===== config.mk =====
export PLATFORM = sky130hd
export DESIGN_NAME = eprom_program_sequencer
export DESIGN_NICKNAME = d
export VERILOG_FILES = /design/src/common/eprom_seq_pkg.sv /design/src/hw/eprom_program_sequencer.sv
export SDC_FILE = /design/constraint.sdc
export NUM_CORES = 1
export LEC_CHECK = 0
export BUFFER_PORTS_ARGS = -buffer_cell sky130_fd_sc_hd__buf_2
export CORE_AREA = 8 8 131 133
export DETAILED_ROUTE_END_ITERATION = 10
export DIE_AREA = 0 0 139 141
export PLACE_DENSITY = 0.72
export SLEW_MARGIN = 20
export SYNTH_ARGS = -nofsm -noshare
export SYNTH_HDL_FRONTEND = slang
export SYNTH_SLANG_ARGS = --single-unit

===== constraint.sdc =====
create_clock -name pclk -period 2.5 [get_ports pclk]
set_input_delay 0 -clock pclk [delete_from_list [all_inputs] [get_ports pclk]]
set_output_delay 0 -clock pclk [all_outputs]
set_load 0.05 [all_outputs]

===== src/common/eprom_seq_pkg.sv =====
// Notes on behaviour
// - Main supply select chooses 5V read level or 48V programming level.
// - Positive supplies can be killed; pre-regulator set to about 15V or 71V.
// - Pre-regulator goes to its low setting whenever main supply is at 5V.
// - Substrate select chooses 5V for read or 60V for programming.
// - Drain pull-down and negative-nine enable are never both on.
// - Gate switch and negative-nine enable are never both on.
// - Data write drivers are enabled before read data is sampled.
// - Read data sampled more than 20 us after a new address.
// - Supply checks use only the upper 8 bits of each 10-bit result.
// - A supply meant to be off reads 00 through 01.
// - Main supply at 5V reads 0E through 11.
// - Main supply at 48V reads 8E through 9C.
// - Substrate at 60V reads AF through C3.
// - Program pulse starts 130 us after supplies pulse low, lasts 2.5 ms.
// - Data stable 500 us before pulse, held 10 ms after it.
// - Drain and gate supplies return high 50 us after pulse ends.
// - Inverted address driven 500 us before supplies pulse low.
// - Inverted address held 30 us after supplies fall, then true address.
// - True address driven 100 us before program pulse.
// - True address held 10 ms after program pulse ends.
// - Supplies low 2.65 ms and high 11 ms per cycle; the code holds them low 2.68 ms.
package eprom_seq_pkg;

  // ------------------------------------------------------------
  // Timing
  // ------------------------------------------------------------
  localparam int CLK_MHZ = 100;
  localparam int READ_WAIT_NS = 20000;
  localparam int READ_WAIT_CYC = READ_WAIT_NS * CLK_MHZ / 1000 + 1;
  localparam int ADDR_INV_SETUP_US = 500;
  localparam int ADDR_INV_HOLD_US = 30;
  localparam int VSETUP_US = 130;
  localparam int PULSE_US = 2500;
  localparam int VHOLD_US = 50;
  localparam int VLOW_US = 2650;
  localparam int VHIGH_US = 11000;
  localparam int ADDR_HOLD_US = 10000;
  localparam int SUPPLY_SETTLE_US = 1000;
  localparam int US_CYC = CLK_MHZ;
  localparam int TMR_W = 24;

  // ------------------------------------------------------------
  // Acceptance windows (upper 8 ADC bits)
  // ------------------------------------------------------------
  localparam logic [7:0] OFF_MIN = 8'h00;
  localparam logic [7:0] OFF_MAX = 8'h01;
  localparam logic [7:0] LOW5_MIN = 8'h0E;
  localparam logic [7:0] LOW5_MAX = 8'h11;
  localparam logic [7:0] PRE_LO_MIN = 8'h28;
  localparam logic [7:0] PRE_LO_MAX = 8'h38;
  localparam logic [7:0] MAIN_HI_MIN = 8'h8E;
  localparam logic [7:0] MAIN_HI_MAX = 8'h9C;
  localparam logic [7:0] SUB_HI_MIN = 8'hAF;
  localparam logic [7:0] SUB_HI_MAX = 8'hC3;
  localparam logic [7:0] PRE_HI_MIN = 8'hD0;
  localparam logic [7:0] PRE_HI_MAX = 8'hF0;

  // ------------------------------------------------------------
  // APB register map
  // ------------------------------------------------------------
  localparam logic [7:0] CTRL_OFF = 8'h00;
  localparam logic [7:0] ADDR_OFF = 8'h04;
  localparam logic [7:0] WDATA_OFF = 8'h08;
  localparam logic [7:0] STATUS_OFF = 8'h0C;
  localparam logic [7:0] RDATA_OFF = 8'h10;
  localparam logic [7:0] ADC_OFF = 8'h14;
  localparam int CTRL_READ_BIT = 0;
  localparam int CTRL_PROG_BIT = 1;
  localparam int CTRL_PWR_BIT = 2;
  localparam int CTRL_ERRCLR_BIT = 3;

  typedef enum logic [3:0] {
    ST_OFF    = 4'h8,
    ST_READY  = 4'h1,
    ST_RADDR  = 4'h3,
    ST_HV_UP  = 4'h2,
    ST_ACW    = 4'h6,
    ST_ACH    = 4'h7,
    ST_ATW    = 4'h5,
    ST_PULSE  = 4'h4,
    ST_VHOLD  = 4'hC,
    ST_VHIGH  = 4'hD,
    ST_LV_DN  = 4'h9,
    ST_FAULT  = 4'h0
  } seq_state_t;

  typedef struct packed {
    logic main_level_select;
    logic positive_supply_kill;
    logic preregulator_level_select;
    logic substrate_level_select;
    logic drain_pulldown_switch;
    logic gate_regulator_switch;
    logic neg_nine_enable;
  } supply_ctrl_t;

  typedef struct packed {
    logic [9:0] pre;
    logic [9:0] main;
    logic [9:0] sub;
  } adc_in_t;

endpackage


===== src/hw/eprom_program_sequencer.sv =====
`timescale 1ns/1ps
module eprom_program_sequencer
  import eprom_seq_pkg::*;
(
  input wire logic pclk,
  input wire logic presetn,
  input wire logic psel,
  input wire logic penable,
  input wire logic pwrite,
  input wire logic [7:0] paddr,
  input wire logic [31:0] pwdata,
  output logic [31:0] prdata,
  output logic pready,
  output logic pslverr,
  input wire adc_in_t adc,
  input wire logic [7:0] data_in,
  output supply_ctrl_t supply,
  output logic [7:0] addr_out,
  output logic [7:0] data_out,
  output logic data_drive_en,
  output logic prog_pulse
);

  // ------------------------------------------------------------
  // Bus decode
  // ------------------------------------------------------------
  logic wr_acc;
  logic rd_acc;
  logic mapped;
  assign wr_acc = psel & penable & pwrite;
  assign rd_acc = psel & penable & ~pwrite;
  assign mapped = (paddr == CTRL_OFF) || (paddr == ADDR_OFF) || (paddr == WDATA_OFF) ||
                  (paddr == STATUS_OFF) || (paddr == RDATA_OFF) || (paddr == ADC_OFF);

  logic [7:0] addr_reg;
  logic [7:0] wdata_reg;
  logic [7:0] rdata_reg;
  logic err_reg;
  logic done_reg;
  logic go_read;
  logic go_prog;
  logic pwr_req;
  seq_state_t state_reg;
  logic [TMR_W-1:0] tmr_reg;
  logic [TMR_W-1:0] hold_reg;

  assign go_read = wr_acc && paddr == CTRL_OFF && pwdata[CTRL_READ_BIT];
  assign go_prog = wr_acc && paddr == CTRL_OFF && pwdata[CTRL_PROG_BIT];

  always_ff @(posedge pclk or negedge presetn) begin
    if (!presetn) begin
      addr_reg <= 8'h00;
      wdata_reg <= 8'h00;
      pwr_req <= 1'b0;
    end else if (wr_acc) begin
      if (paddr == ADDR_OFF) begin
        addr_reg <= pwdata[7:0];
      end else if (paddr == WDATA_OFF) begin
        wdata_reg <= pwdata[7:0];
      end else if (paddr == CTRL_OFF) begin
        pwr_req <= pwdata[CTRL_PWR_BIT];
      end
    end
  end

  // ------------------------------------------------------------
  // Supply monitor
  // ------------------------------------------------------------
  logic [7:0] pre8;
  logic [7:0] main8;
  logic [7:0] sub8;
  assign pre8 = adc.pre[9:2];
  assign main8 = adc.main[9:2];
  assign sub8 = adc.sub[9:2];

  function automatic logic inwin(input logic [7:0] v, input logic [7:0] lo, input logic [7:0] hi);
    inwin = (v >= lo) && (v <= hi);
  endfunction

  logic supplies_ok;
  logic check_en;
  always_comb begin
    if (supply.positive_supply_kill) begin
      supplies_ok = inwin(pre8, OFF_MIN, OFF_MAX) && inwin(main8, OFF_MIN, OFF_MAX) &&
                    inwin(sub8, OFF_MIN, OFF_MAX);
    end else if (supply.main_level_select) begin
      supplies_ok = inwin(pre8, PRE_HI_MIN, PRE_HI_MAX) &&
                    inwin(main8, MAIN_HI_MIN, MAIN_HI_MAX) &&
                    inwin(sub8, SUB_HI_MIN, SUB_HI_MAX);
    end else begin
      supplies_ok = inwin(pre8, PRE_LO_MIN, PRE_LO_MAX) &&
                    inwin(main8, LOW5_MIN, LOW5_MAX) &&
                    inwin(sub8, LOW5_MIN, LOW5_MAX);
    end
  end
  // Checks only once supplies had time to settle after a level change
  assign check_en = (state_reg == ST_READY) || (state_reg == ST_RADDR) || (state_reg == ST_ACW) ||
                    (state_reg == ST_ACH) || (state_reg == ST_ATW) || (state_reg == ST_PULSE) ||
                    (state_reg == ST_VHOLD) || (state_reg == ST_VHIGH);

  // ------------------------------------------------------------
  // Sequencer
  // ------------------------------------------------------------
  localparam logic [TMR_W-1:0] T_READ = TMR_W'(READ_WAIT_CYC);
  localparam logic [TMR_W-1:0] T_SETTLE = TMR_W'(SUPPLY_SETTLE_US * US_CYC);
  // A state lasts its load plus one cycle, so program phases load one less
  localparam logic [TMR_W-1:0] T_ACW = TMR_W'(ADDR_INV_SETUP_US * US_CYC - 1);
  localparam logic [TMR_W-1:0] T_ACH = TMR_W'(ADDR_INV_HOLD_US * US_CYC - 1);
  localparam logic [TMR_W-1:0] T_ATW = TMR_W'((VSETUP_US - ADDR_INV_HOLD_US) * US_CYC - 1);
  localparam logic [TMR_W-1:0] T_PULSE = TMR_W'(PULSE_US * US_CYC - 1);
  localparam logic [TMR_W-1:0] T_VHOLD = TMR_W'(VHOLD_US * US_CYC - 1);
  localparam logic [TMR_W-1:0] T_VHIGH = TMR_W'(VHIGH_US * US_CYC - 1);
  localparam logic [TMR_W-1:0] T_AHOLD = TMR_W'(ADDR_HOLD_US * US_CYC);

  logic tmr_done;
  assign tmr_done = (tmr_reg == '0);

  always_ff @(posedge pclk or negedge presetn) begin
    if (!presetn) begin
      state_reg <= ST_OFF;
      tmr_reg <= '0;
    end else if (check_en && !supplies_ok) begin
      state_reg <= ST_FAULT;
      tmr_reg <= '0;
    end else begin
      if (!tmr_done) begin
        tmr_reg <= tmr_reg - 1'b1;
      end
      case (state_reg)
        ST_OFF: begin
          if (pwr_req) begin
            state_reg <= ST_LV_DN;
            tmr_reg <= T_SETTLE;
          end
        end
        ST_LV_DN: begin
          if (tmr_done) begin
            state_reg <= ST_READY;
          end
        end
        ST_READY: begin
          if (!pwr_req) begin
            state_reg <= ST_OFF;
          end else if (go_read) begin
            state_reg <= ST_RADDR;
            tmr_reg <= T_READ;
          end else if (go_prog) begin
            state_reg <= ST_HV_UP;
            tmr_reg <= T_SETTLE;
          end
        end
        ST_RADDR: begin
          if (tmr_done) begin
            state_reg <= ST_READY;
          end
        end
        ST_HV_UP: begin
          if (tmr_done) begin
            state_reg <= ST_ACW;
            tmr_reg <= T_ACW;
          end
        end
        ST_ACW: begin
          if (tmr_done) begin
            state_reg <= ST_ACH;
            tmr_reg <= T_ACH;
          end
        end
        ST_ACH: begin
          if (tmr_done) begin
            state_reg <= ST_ATW;
            tmr_reg <= T_ATW;
          end
        end
        ST_ATW: begin
          if (tmr_done) begin
            state_reg <= ST_PULSE;
            tmr_reg <= T_PULSE;
          end
        end
        ST_PULSE: begin
          if (tmr_done) begin
            state_reg <= ST_VHOLD;
            tmr_reg <= T_VHOLD;
          end
        end
        ST_VHOLD: begin
          if (tmr_done) begin
            state_reg <= ST_VHIGH;
            tmr_reg <= T_VHIGH;
          end
        end
        ST_VHIGH: begin
          if (tmr_done) begin
            state_reg <= ST_LV_DN;
            tmr_reg <= T_SETTLE;
          end
        end
        ST_FAULT: begin
          if (wr_acc && paddr == CTRL_OFF && pwdata[CTRL_ERRCLR_BIT]) begin
            state_reg <= ST_OFF;
          end
        end
        default: begin
          state_reg <= ST_OFF;
        end
      endcase
    end
  end

  // Address/data hold after pulse, counted across the high phase
  always_ff @(posedge pclk or negedge presetn) begin
    if (!presetn) begin
      hold_reg <= '0;
    end else if (state_reg == ST_PULSE && tmr_done) begin
      hold_reg <= T_AHOLD;
    end else if (hold_reg != '0) begin
      hold_reg <= hold_reg - 1'b1;
    end
  end

  // ------------------------------------------------------------
  // Outputs
  // ------------------------------------------------------------
  logic hv_state;
  logic vlow_state;
  assign hv_state = (state_reg == ST_HV_UP) || (state_reg == ST_ACW) || (state_reg == ST_ACH) ||
                    (state_reg == ST_ATW) || (state_reg == ST_PULSE) || (state_reg == ST_VHOLD) ||
                    (state_reg == ST_VHIGH);
  assign vlow_state = (state_reg == ST_ACH) || (state_reg == ST_ATW) || (state_reg == ST_PULSE) ||
                      (state_reg == ST_VHOLD);

  always_ff @(posedge pclk or negedge presetn) begin
    if (!presetn) begin
      supply <= '{default: 1'b0, positive_supply_kill: 1'b1};
    end else begin
      supply.positive_supply_kill <= (state_reg == ST_OFF) || (state_reg == ST_FAULT);
      supply.main_level_select <= hv_state;
      supply.preregulator_level_select <= hv_state;
      supply.substrate_level_select <= hv_state;
      // Read: both drain and gate at -9V; program: switches pulse them
      supply.neg_nine_enable <= !hv_state && state_reg != ST_OFF && state_reg != ST_FAULT;
      supply.drain_pulldown_switch <= vlow_state;
      supply.gate_regulator_switch <= vlow_state;
    end
  end

  always_ff @(posedge pclk or negedge presetn) begin
    if (!presetn) begin
      prog_pulse <= 1'b0;
      addr_out <= 8'h00;
      data_out <= 8'h00;
      data_drive_en <= 1'b0;
    end else begin
      prog_pulse <= (state_reg == ST_PULSE);
      if (state_reg == ST_ACW || state_reg == ST_ACH) begin
        addr_out <= ~addr_reg;
      end else if (hv_state || hold_reg != '0 || state_reg == ST_RADDR) begin
        addr_out <= addr_reg;
      end
      if (state_reg == ST_RADDR) begin
        data_out <= 8'h00;
      end else if (state_reg == ST_ACW || hold_reg != '0) begin
        data_out <= wdata_reg;
      end
      // Drivers on for reads and around the whole program cycle
      data_drive_en <= (state_reg == ST_RADDR) || (state_reg == ST_READY) || hv_state;
    end
  end

  always_ff @(posedge pclk or negedge presetn) begin
    if (!presetn) begin
      rdata_reg <= 8'h00;
      done_reg <= 1'b0;
      err_reg <= 1'b0;
    end else begin
      if (state_reg == ST_RADDR && tmr_done && data_drive_en) begin
        rdata_reg <= data_in;
      end
      if ((state_reg == ST_RADDR || state_reg == ST_VHIGH) && tmr_done) begin
        done_reg <= 1'b1;
      end else if (go_read || go_prog) begin
        done_reg <= 1'b0;
      end
      if (check_en && !supplies_ok) begin
        err_reg <= 1'b1;
      end else if (wr_acc && paddr == CTRL_OFF && pwdata[CTRL_ERRCLR_BIT]) begin
        err_reg <= 1'b0;
      end
    end
  end

  // ------------------------------------------------------------
  // APB read path, no wait states
  // ------------------------------------------------------------
  always_ff @(posedge pclk or negedge presetn) begin
    if (!presetn) begin
      pready <= 1'b0;
      pslverr <= 1'b0;
      prdata <= 32'h0000_0000;
    end else begin
      pready <= psel & ~penable;
      pslverr <= psel & ~penable & ~mapped;
      if (psel && !penable) begin
        if (paddr == CTRL_OFF) begin
          prdata <= {29'h0, pwr_req, 2'b00};
        end else if (paddr == ADDR_OFF) begin
          prdata <= {24'h0, addr_reg};
        end else if (paddr == WDATA_OFF) begin
          prdata <= {24'h0, wdata_reg};
        end else if (paddr == STATUS_OFF) begin
          prdata <= {22'h0, supplies_ok, prog_pulse, state_reg, 1'b0, done_reg, err_reg,
                     state_reg != ST_READY && state_reg != ST_OFF && state_reg != ST_FAULT};
        end else if (paddr == RDATA_OFF) begin
          prdata <= {24'h0, rdata_reg};
        end else if (paddr == ADC_OFF) begin
          prdata <= {8'h00, pre8, main8, sub8};
        end else begin
          prdata <= 32'h0000_0000;
        end
      end
    end
  end

endmodule


==> summary.txt, run 1 <==
Run status
  • Outcome: finished, final reports clean

Drt
  • Met1 WL: ~9500 µm
  • Vias/cell: about 6
  • ANT nets after route: 0
  • Remaining DRCs: 0
  • Top Layer Used: met4
  • DR WL met2: 10,500 µm
  • Router iterations before antenna repair: 5
  • Routed WL: about 23,000 µm
  • WL met3: ~2000 µm
  • Via Count: a little over 7,000
  • Starting DRT DRC Count: around 490
  • DR WL/cell: 19.0 µm

Placed design
  • Routability cong.: between 0.9 and 1
  • Pre-CTS setup slack: around 0.046 ns
  • PortBufs: about 100
  • Cells after DPL: around 1,100
  • Post-DP HPWL: 16,000 µm
  • Placement Cell Area: ~8500 µm²

Setup path
  • CP Data Required Time: ~2.8 ns
  • Crit path max fanout: 5
  • R2R cell count: 6
  • CP Capture Point: hold_reg[13]
  • Worst Path Arrival: between 2 and 3 ns
  • Reg2Reg Setup Slack: roughly 0.11 ns
  • Kind of end point of the critical path: register
  • R2r startpoint: hold_reg[4]
  • CP Launch Type: register
  • Crit path kind: reg2reg
  • FF-to-FF End: hold_reg[13]
  • Setup crit start: hold_reg[4]

Clock tree
  • H-tree levels: 4
  • Worst-Skew Late Latency: roughly 0.42 ns
  • Max Root-Sink Buffers: 2
  • Clock buffer count from CTS: 17
  • CTS clock-pin slew for the worst setup and hold paths: approximately 0.060 ns
  • CTS root buf: clkbuf_16
  • Sink Count: 127
  • CTS tree: built

Synthesis
  • Syn Area/Cell: a little over 9 µm²
  • Most used DFF post-synth: dfrtp_1
  • Post-Syn Area: 7510 µm²
  • FFs w/ async S/R, synth: 100%
  • Synth warn: 0
  • Synth cell types: between 70 and 80
  • Post-Synthesis Cells: ~800
  • Seq/Total Area, Yosys: 42.3%
  • EDFF count, synth: 0
  • #FFs+latches synth: roughly 130

Floorplanning
  • Die Ht: 141 µm
  • Initial Util: 50.2%
  • DIE AREA: around 20,000 µm²
  • FP Rows: 45
  • Die width: ~140 µm
  • I/O pins: 142
  • Core ar.: roughly 15,000 µm²

Global routing
  • First-pass GRT wire length: 36,700 µm
  • Initial antenna violation count: 0
  • Grt ovf: 0
  • GR Util All Layers: between 20% and 30%
  • Largest net degree at the start of global routing: 78
  • Number of global-route vias before repair: between 7,000 and 8,000

Cells and area
  • Ant diodes: 0
  • Final instance area: about 9500 µm²
  • Final Net Count: between 1,000 and 1,500
  • Final core occ: roughly 64%
  • Area delta synth->final: 26.6%
  • Non-filler cells, final: 1,191
  • Layout cells sized above 1: between 20 and 30%

Timing
  • Rel. slew slack: a little under three fifths
  • Hold Slack: around 0.021 ns
  • Slew @ Worst Pin: between 0.6 and 0.7 ns
  • Final worst path period need: between 2 and 2.5 ns
  • Final setup fails: 0
  • Setup TNS: 0 ns
  • Final Hold Viols: 0
  • Tcrit/Tclk final: between 90% and 100%
  • Worst Setup Slack, final: between 0.1 and 0.15 ns
  • Peak Freq: ~420 MHz
  • Clock Skew: 0.00686 ns
  • Slew Limit Fails: 0

Hold path
  • Hold crit path type: in2reg

Run
  • Maximum Capacitance Violations: 0

Pwr
  • VDD IR-drop max: between 1 and 1.5 mV
  • Leak: approximately 4.5 nW
  • Pwr/cell area: between 1000 and 1500 nW/µm²
  • Power, Total: 13.2 mW
## critical path: stages, from the launching register on
cell and delay (ns):
dfrtp_1 0.39, or3_1 0.47, or4_1 0.45, or3_1 0.42, nor4_1 0.34, xnor2_1 0.17, nor2_1 0.05
## worst min path at each step
stage	end	from	cells past startpoint	slack, ns
finish	prdata[8]	adc[12]	3	0.02
global route	prdata[8]	adc[12]	3	0.03
CTS	prdata[8]	adc[12]	3	0.0002
detailed placement	prdata[5]	presetn	1	-0.15
global placement	rdata_reg[4]	presetn	1	-0.14
floorplan	addr_out[0]	presetn	0	-0.30
## cells in the final DEF (no fill, tap or decap), types with 16 or more instances in the layout
master,netlist,routed
dfrtp_1,125,125
nor2_1,69,68
xnor2_1,27,27
buf_4,11,59
nand3_1,22,21
mux2_2,30,30
nand2_1,79,79
clkbuf_16,0,17
nor4_1,20,18
a21oi_1,54,54
inv_1,16,16
dlygate4sd3_1,0,33
buf_2,6,102
nor3_1,45,44
o21ai_0,35,35
xor2_1,17,17
## where the power goes
| group | switching, mW | leakage [nW] | internal (mW) |
|---|---|---|---|
| Sequential | 0.344 | 1.72 | 2.54 |
| Combinational | 4.69 | 2.54 | 3.23 |
| Clock | 0.875 | 0.278 | 1.50 |
| Total | 5.91 | 4.53 | 7.27 |
## logic make-up after synthesis
logic type / after synthesis / synth area share [%]
other cells: 1 / 0.0499
flops: 127 / 42.3
simple gates: 338 / 24.4
buf+inv: 70 / 4.25
mux: 35 / 5.16
fa+ha+maj: 5 / 0.833
compound gates: 199 / 17.8
xor+xnor: 44 / 5.13
## area by class of cell
class                      instances  area [µm²]
tap                              188         235
timing repair buffer             198        1360
inverter                          17        63.8
clock buffer                      27         513
sequential                       127        3180
clock inverter                     5        56.3
fill                            1228        5470
multi-input combinational        629        4100
## per-layer routing
layer  GRT usage (%)  up-vias
li1                -     3359
met5               0        -
met1            28.7     3387
met4            9.47        0
met2            37.3      321
met3            6.68       54
## Yosys cell counts (17+ instances only)
| library cell | n | area [µm²] |
|---|---|---|
| nand3_1 | 22 | 110 |
| xnor2_1 | 27 | 236 |
| dfrtp_1 | 125 | 3130 |
| nor2_1 | 69 | 259 |
| nand2_1 | 79 | 297 |
| mux2_2 | 30 | 338 |
| nor3_1 | 45 | 225 |
| xor2_1 | 17 | 149 |
| nor4_1 | 20 | 125 |
| a21oi_1 | 54 | 270 |
| o21ai_0 | 35 | 175 |
| clkbuf_1 | 30 | 113 |
## what timing repair did
action,4_1_cts,5_1_grt
buffers inserted,0,1
pin swaps,0,2
hold buffers,33,0
resized for setup,1,13
gates cloned,0,0
endpoints found under the setup margin,1,30
hold endpoints to repair,166,0
Power figures use the tool's default switching activity.
==> run 2: changes to the inputs <==
--- a/config.mk
+++ b/config.mk
@@ -5,7 +5,7 @@
 export SDC_FILE = /design/constraint.sdc
 export NUM_CORES = 1
 export LEC_CHECK = 0
-export BUFFER_PORTS_ARGS = -buffer_cell sky130_fd_sc_hd__buf_2
+export BUFFER_PORTS_ARGS = -buffer_cell sky130_fd_sc_hd__clkbuf_2
 export CORE_AREA = 8 8 131 133
 export DETAILED_ROUTE_END_ITERATION = 10
 export DIE_AREA = 0 0 139 141
==> run 2 against run 1 <==
  * Sequential share of layout area decreased by 0.083 points
  * Critical endpoint is now state_reg[0]
  * Largest cell class unchanged
  * Worst setup slack got worse by 0.016 ns
  * Sequential power about the same
  * Fmax decreased by 0.67%
  * Via count increased by 1.9%
  * Hold slack improved by 0.056 ns
  * Highest routed layer unchanged
  * Non-clock buffer count increased by 3
  * Power increased by 2.6%
  * Register-to-register slack got worse by 0.02 ns
  * Count of clock-buffer cells in the layout decreased by 9
  * Flip-flop and latch count unchanged
  * Utilization increased by 0.18 points
==> summary.txt, run 2 (same netlist as run 1, synthesis figures left out) <==
Timing
  • Hold Slack: 0.0769 ns (+0.0556 ns)
  • Final Hold Viols: 0 (unchanged)
  • Slew @ Worst Pin: 0.670 ns (+0.00624 ns)
  • RSZ-0062 raised after global routing: no
  • Setup TNS: 0 ns (unchanged)
  • Tcrit/Tclk final: 96.4% (+0.65 points)
  • Slew Limit Fails: 0 (unchanged)
  • Rel. slew slack: 55.4% (-0.37 points)
  • Peak Freq: 415 MHz (-0.67%)
  • Final worst path period need: 2.41 ns (+0.0162 ns)
  • Clock Skew: 0.00992 ns (+0.00306 ns)
  • Final setup fails: 0 (unchanged)

Placed design
  • Post-DP HPWL: 15,900 µm (-0.23%)
  • Cells after DPL: 1,128 (+0.27%)
  • PortBufs: 103 (unchanged)
  • Placement Cell Area: 8560 µm² (+0.12%)
  • Routability cong.: 0.953 (+1.9%)

Global routing
  • GR Util All Layers: 23.3% (+0.16 points)
  • Grt ovf: 0 (unchanged)
  • Initial antenna violation count: 0 (unchanged)
  • Number of global-route vias before repair: 6,982 (-0.84%)
  • First-pass GRT wire length: 36,900 µm (+0.68%)
  • Largest net degree at the start of global routing: 128 (+64%)

Clock tree
  • Max Root-Sink Buffers: 2 (unchanged)
  • CTS tree: built
  • H-tree levels: 4 (unchanged)
  • CTS clock-pin slew for the worst setup and hold paths: 0.05 ns (about the same)
  • Clock buffer count from CTS: 17 (unchanged)
  • Sink Count: 127 (unchanged)
  • Worst-Skew Late Latency: 0.43 ns (about the same)
  • CTS root buf: clkbuf_16

Setup path
  • CP Data Required Time: 2.78 ns (-0.03 ns)
  • CP max stage cell: or4b_1
  • Crit-path cells: or4b_1, nor4_1, nand3_1, nor4b_1, a2111oi_0
  • CP Launch Type: register
  • CP Depth: 5 (-1)
  • Buf/Inv on CP: 0 (unchanged)
  • Crit path max-delay family: simple AND/OR/NAND/NOR gates
  • Crit path max fanout: 6 (+1)
  • CP max stage delay: 0.59 ns (+0.12 ns)
  • Kind of end point of the critical path: register
  • Worst Path Arrival: 2.69 ns (about the same)
  • Crit path kind: reg2reg
  • R2R cell count: 5 (-1)

Floorplanning
  • I/O pins: 142 (unchanged)
  • FP Rows: 45 (unchanged)
  • Core ar.: 15,000 µm² (unchanged)
  • DIE AREA: 19,600 µm² (unchanged)
  • Die width: 139 µm (unchanged)
  • Initial Util: 50.2% (unchanged)
  • Die Ht: 141 µm (unchanged)

Cells and area
  • Layout cells sized above 1: 26.5% (+0.55 points)
  • Final Net Count: 1,081 (+0.28%)
  • Area delta synth->final: 26.9%
  • Commonest non-fill, non-tap cells in the layout: 124 x dfrtp_1, 102 x clkbuf_2, 79 x nand2_1
  • Final instance area: 9540 µm² (+0.29%)
  • Non-filler cells, final: 1,193 (+0.17%)
  • Ant diodes: 0 (unchanged)
  • Layout fillers: 1,254 (+2.1%)
  • Commonest non-fill, non-tap cell in the layout: dfrtp_1

Pwr
  • Power, Total: 13.5 mW (+2.6%)
  • Pwr/cell area: 1420 nW/µm² (+2.3%)
  • VDD IR-drop max: 1.39 mV (+0.21%)
  • Leak: 4.52 nW (-0.36%)

Drt
  • Routed WL: 22,900 µm (+1.4%)
  • Vias/cell: 6.08 (+1.7%)
  • Router iterations before antenna repair: 6 (+1)
  • DR WL/cell: 19.2 µm (+1.2%)
  • Remaining DRCs: 0 (unchanged)
  • ANT nets after route: 0 (unchanged)
  • Via Count: 7,254 (+1.9%)
  • Starting DRT DRC Count: 643 (+32%)

Hold path
  • Hold crit path type: in2reg
  • Hold Path Cell Cnt: 4 (+1)

Run
  • Maximum Capacitance Violations: 0 (unchanged)

Run status
  • Outcome: finished, final reports clean
run 2: changes by cell type in the layout (fill, tap and decap cells not counted), moves of 4 or more:
| cell | before | now |
|---|---|---|
| clkbuf_1 | 5 | 0 |
| clkbuf_8 | 5 | 1 |
| buf_2 | 102 | 0 |
| buf_4 | 59 | 63 |
| clkbuf_2 | 0 | 102 |
run 2: what timing repair did:
action,in CTS,in global routing
setup buffers,0,1
resized for setup,0,14
hold buffers,33,0
hold endpoints to repair,167,0
setup endpoints to repair,0,39
run 2: per-stage QoR:
stage | setup WS, ns | util (%)
6_report | 0.0898 | 63.7
5_1_grt | 0.000471 | 63.7
4_1_cts | 0.0166 | 63.4
3_5_place_dp | 0.0457 | 57.1
3_3_place_gp | 0.102 | 57.1
2_1_floorplan | 0.0694 | -
run 2: per-layer routing:
metal / track usage [%] / vias up / wire length [µm]
met3: 6.04 / 76 / 1990
li1: - / 3373 / -
met2: 37.0 / 343 / 10500
met1: 29.4 / 3462 / 9580
met5: 0 / - / 0
met4: 10.7 / 0 / 805
run 2: area by class of cell:
class | instances | area (µm²) | share of cell area (%)
sequential | 127 | 3180 | 33.4
clock buffer | 18 | 439 | 4.60
multi-input combinational | 629 | 4080 | 42.8
timing repair buffer | 201 | 1370 | 14.4
tap | 188 | 235 | 2.47
inverter | 17 | 63.8 | 0.669
clock inverter | 13 | 163 | 1.71
run 2: tightest hold or removal path: cells and delay by family:
family                 cells  cell delay (ns)
and+or+nand+nor            2             0.21
AOI/OAI and AO/OA          1             0.13
buffers and inverters      1             0.11
run 2: final timing paths:
kind                              startpoint      endpoint  slack, ns
worst max-delay path            state_reg[3]  state_reg[0]       0.09
worst min-delay path                paddr[6]       err_reg       0.08
worst max register to register  state_reg[3]  state_reg[0]       0.09
worst min register to register     prdata[5]     prdata[5]       0.46
max in group asynchronous            presetn   tmr_reg[18]       1.75
min in group asynchronous            presetn  rdata_reg[5]       0.23
run 2: power by group:
| group | leakage, nW | total, mW | internal [mW] | switching, mW |
|---|---|---|---|---|
| clock network | 0.289 | 2.53 | 1.59 | 0.944 |
| logic | 2.51 | 8.08 | 3.36 | 4.72 |
| registers | 1.72 | 2.91 | 2.54 | 0.366 |
==> run 3: changes to the inputs <==
--- a/config.mk
+++ b/config.mk
@@ -6,10 +6,10 @@
 export NUM_CORES = 1
 export LEC_CHECK = 0
 export BUFFER_PORTS_ARGS = -buffer_cell sky130_fd_sc_hd__clkbuf_2
-export CORE_AREA = 8 8 131 133
+export CORE_AREA = 8 8 143 145
 export DETAILED_ROUTE_END_ITERATION = 10
-export DIE_AREA = 0 0 139 141
-export PLACE_DENSITY = 0.72
+export DIE_AREA = 0 0 151 153
+export PLACE_DENSITY = 0.61
 export SLEW_MARGIN = 20
 export SYNTH_ARGS = -nofsm -noshare
 export SYNTH_HDL_FRONTEND = slang
==> run 3 against run 2 <==
  * Via count down 3.3%
  * Power down 1.3%
  * Hold slack worse by 0.074 ns
  * Flip-flop and latch count unchanged
  * Clock skew down 0.0015 ns
  * Global-route usage down 3.2 points
  * Final cell count up 3.4%
  * Routed wire length up 0.82%
  * Critical endpoint is now hold_reg[17]
==> summary.txt, run 3 (same netlist as run 1, synthesis figures left out) <==
Drt
  • DR WL/cell: 18.7 µm (-2.4%)
  • Router iterations before antenna repair: 5 (-1)
  • ANT nets after route: 0 (unchanged)
  • Remaining DRCs: 0 (unchanged)
  • Starting DRT DRC Count: 405 (-37%)
  • Routed WL: 23,100 µm (+0.82%)
  • Via Count: 7,011 (-3.3%)
  • Vias/cell: 5.69 (-6.5%)

Timing
  • Rel. slew slack: 49.1% (-6.2 points)
  • Final Hold Viols: 0 (unchanged)
  • Hold Slack: 0.00280 ns (-0.0741 ns)
  • Peak Freq: 415 MHz (about the same)
  • RSZ-0062 raised after global routing: yes
  • Tcrit/Tclk final: 96.4% (about the same)
  • Final worst path period need: 2.41 ns (+0.000901 ns)
  • Slew @ Worst Pin: 0.763 ns (+0.0932 ns)
  • Setup TNS: 0 ns (unchanged)
  • Final setup fails: 0 (unchanged)
  • Clock Skew: 0.00845 ns (-0.00147 ns)
  • Worst Setup Slack, final: 0.0889 ns (-0.000901 ns)
  • Slew Limit Fails: 0 (unchanged)

Hold path
  • Hold crit path type: in2reg

Floorplanning
  • Core ar.: 18,300 µm² (+22%)
  • Die width: 151 µm (+8.6%)
  • Die Ht: 153 µm (+8.5%)
  • FP Rows: 50 (+11%)
  • DIE AREA: 23,100 µm² (+18%)
  • Initial Util: 41.1% (-9.0 points)
  • I/O pins: 142 (unchanged)

Clock tree
  • CTS root buf: clkbuf_16
  • H-tree levels: 4 (unchanged)
  • Worst-Skew Late Latency: 0.42 ns (about the same)
  • Sink Count: 127 (unchanged)
  • CTS tree: built
  • Max Root-Sink Buffers: 2 (unchanged)
  • Clock buffer count from CTS: 17 (unchanged)
  • CTS clock-pin slew for the worst setup and hold paths: 0.06 ns (about the same)

Setup path
  • R2r startpoint: hold_reg[2]
  • Reg2Reg Setup Slack: 0.09 ns (about the same)
  • Setup crit start: hold_reg[2]
  • CP max stage delay: 0.45 ns (-0.14 ns)
  • R2R cell count: 6 (+1)
  • Buf/Inv on CP: 0 (unchanged)
  • Kind of end point of the critical path: register
  • CP Data Required Time: 2.79 ns (about the same)
  • FF-to-FF End: hold_reg[17]
  • Worst Path Arrival: 2.70 ns (about the same)
  • CP Capture Point: hold_reg[17]
  • Crit path max fanout: 5 (-1)
  • Crit path max-delay family: simple AND/OR/NAND/NOR gates
  • CP max stage cell: or3_1
  • Crit-path cells: or3_1, or4_1, or3_1, nor4_1, xnor2_1, nand2_1
  • CP Launch Type: register
  • Crit path kind: reg2reg
  • CP Depth: 6 (+1)
  • Cell mode on critical path: or3_1

Cells and area
  • Final core occ: 52.5% (-11 points)
  • Ant diodes: 0 (unchanged)
  • Commonest non-fill, non-tap cells in the layout: 124 x dfrtp_1, 102 x clkbuf_2, 79 x nand2_1
  • Non-filler cells, final: 1,233 (+3.4%)
  • Final instance area: 9590 µm² (+0.49%)
  • Final Net Count: 1,075 (-0.56%)
  • Area delta synth->final: 27.6%
  • Commonest non-fill, non-tap cell in the layout: dfrtp_1
  • Multi-input logic area: 4080 µm² (-0.12%)
  • Layout cells sized above 1: 25.7% (-0.74 points)
  • Storage element area: 3180 µm² (unchanged)
  • Layout fillers: 1,712 (+37%)

Pwr
  • Power, Total: 13.3 mW (-1.3%)
  • Pwr/cell area: 1390 nW/µm² (-1.8%)
  • VDD IR-drop max: 1.33 mV (-4.2%)
  • Leak: 4.52 nW (about the same)

Global routing
  • Grt ovf: 0 (unchanged)
  • Number of global-route vias before repair: 7,067 (+1.2%)
  • Initial antenna violation count: 0 (unchanged)
  • GR Util All Layers: 20.1% (-3.2 points)
  • First-pass GRT wire length: 37,400 µm (+1.3%)
  • Largest net degree at the start of global routing: 54 (-58%)

Placed design
  • PortBufs: 103 (unchanged)
  • Pre-CTS setup slack: 0.0173 ns (-0.0283 ns)
  • Post-DP HPWL: 16,700 µm (+4.7%)
  • Cells after DPL: 1,170 (+3.7%)
  • Placement Cell Area: 8620 µm² (+0.76%)
  • Routability cong.: 0.908 (-4.8%)

Run
  • Maximum Capacitance Violations: 0 (unchanged)

Run status
  • Outcome: finished, final reports clean
## run 3: cell types whose count changed in the layout (fill, tap and decap cells not counted), sizes merged
cell	delta
buf	-5
inv	+4
clkinvlp	-2
clkbuf	-1
clkinv	-1
dlygate4sd3	-1
## run 3: how the worst min path moves through the flow
stage / startpoint / endpoint / cells after the start
final: adc[12] / prdata[8] / 3
after global routing: adc[12] / prdata[8] / 3
after CTS: adc[12] / prdata[8] / 3
after detailed placement: presetn / data_out[4] / 1
after global placement: presetn / data_out[4] / 1
after floorplan: presetn / addr_out[0] / 0
## run 3: repair_timing
item,CTS,global route
setup endpoints to repair,0,44
setup buffers,0,0
endpoints found under the hold margin,166,0
gates resized for setup,0,9
hold buffers,32,0
## run 3: report_power, final
group	switching, mW	leakage (nW)	internal (mW)
Clock	0.998	0.297	1.58
Sequential	0.364	1.72	2.54
Combinational	4.63	2.50	3.22
Total	6.00	4.52	7.35
## run 3: area by class of cell
class	count	share of cell area, %
clock buffers	17	4.44
clock inverters	14	1.88
inverters	17	0.666
multi-input cells	629	42.5
flip-flops and latches	127	33.2
well taps	234	3.05
repair buffers	195	14.2
## run 3: metal layers
layer	vias to the layer above	global-route usage [%]	part of all wire, %
li1	3368	-	-
met1	3379	26.6	44
met2	234	32.0	47
met3	30	4.34	7.0
met4	0	6.36	1.7
met5	-	0	0
## run 3: tightest hold or removal path: cells and delay by family
| family | cells | cell delay (ns) |
|---|---|---|
| buf+inv | 1 | 0.10 |
| compound gates | 2 | 0.27 |
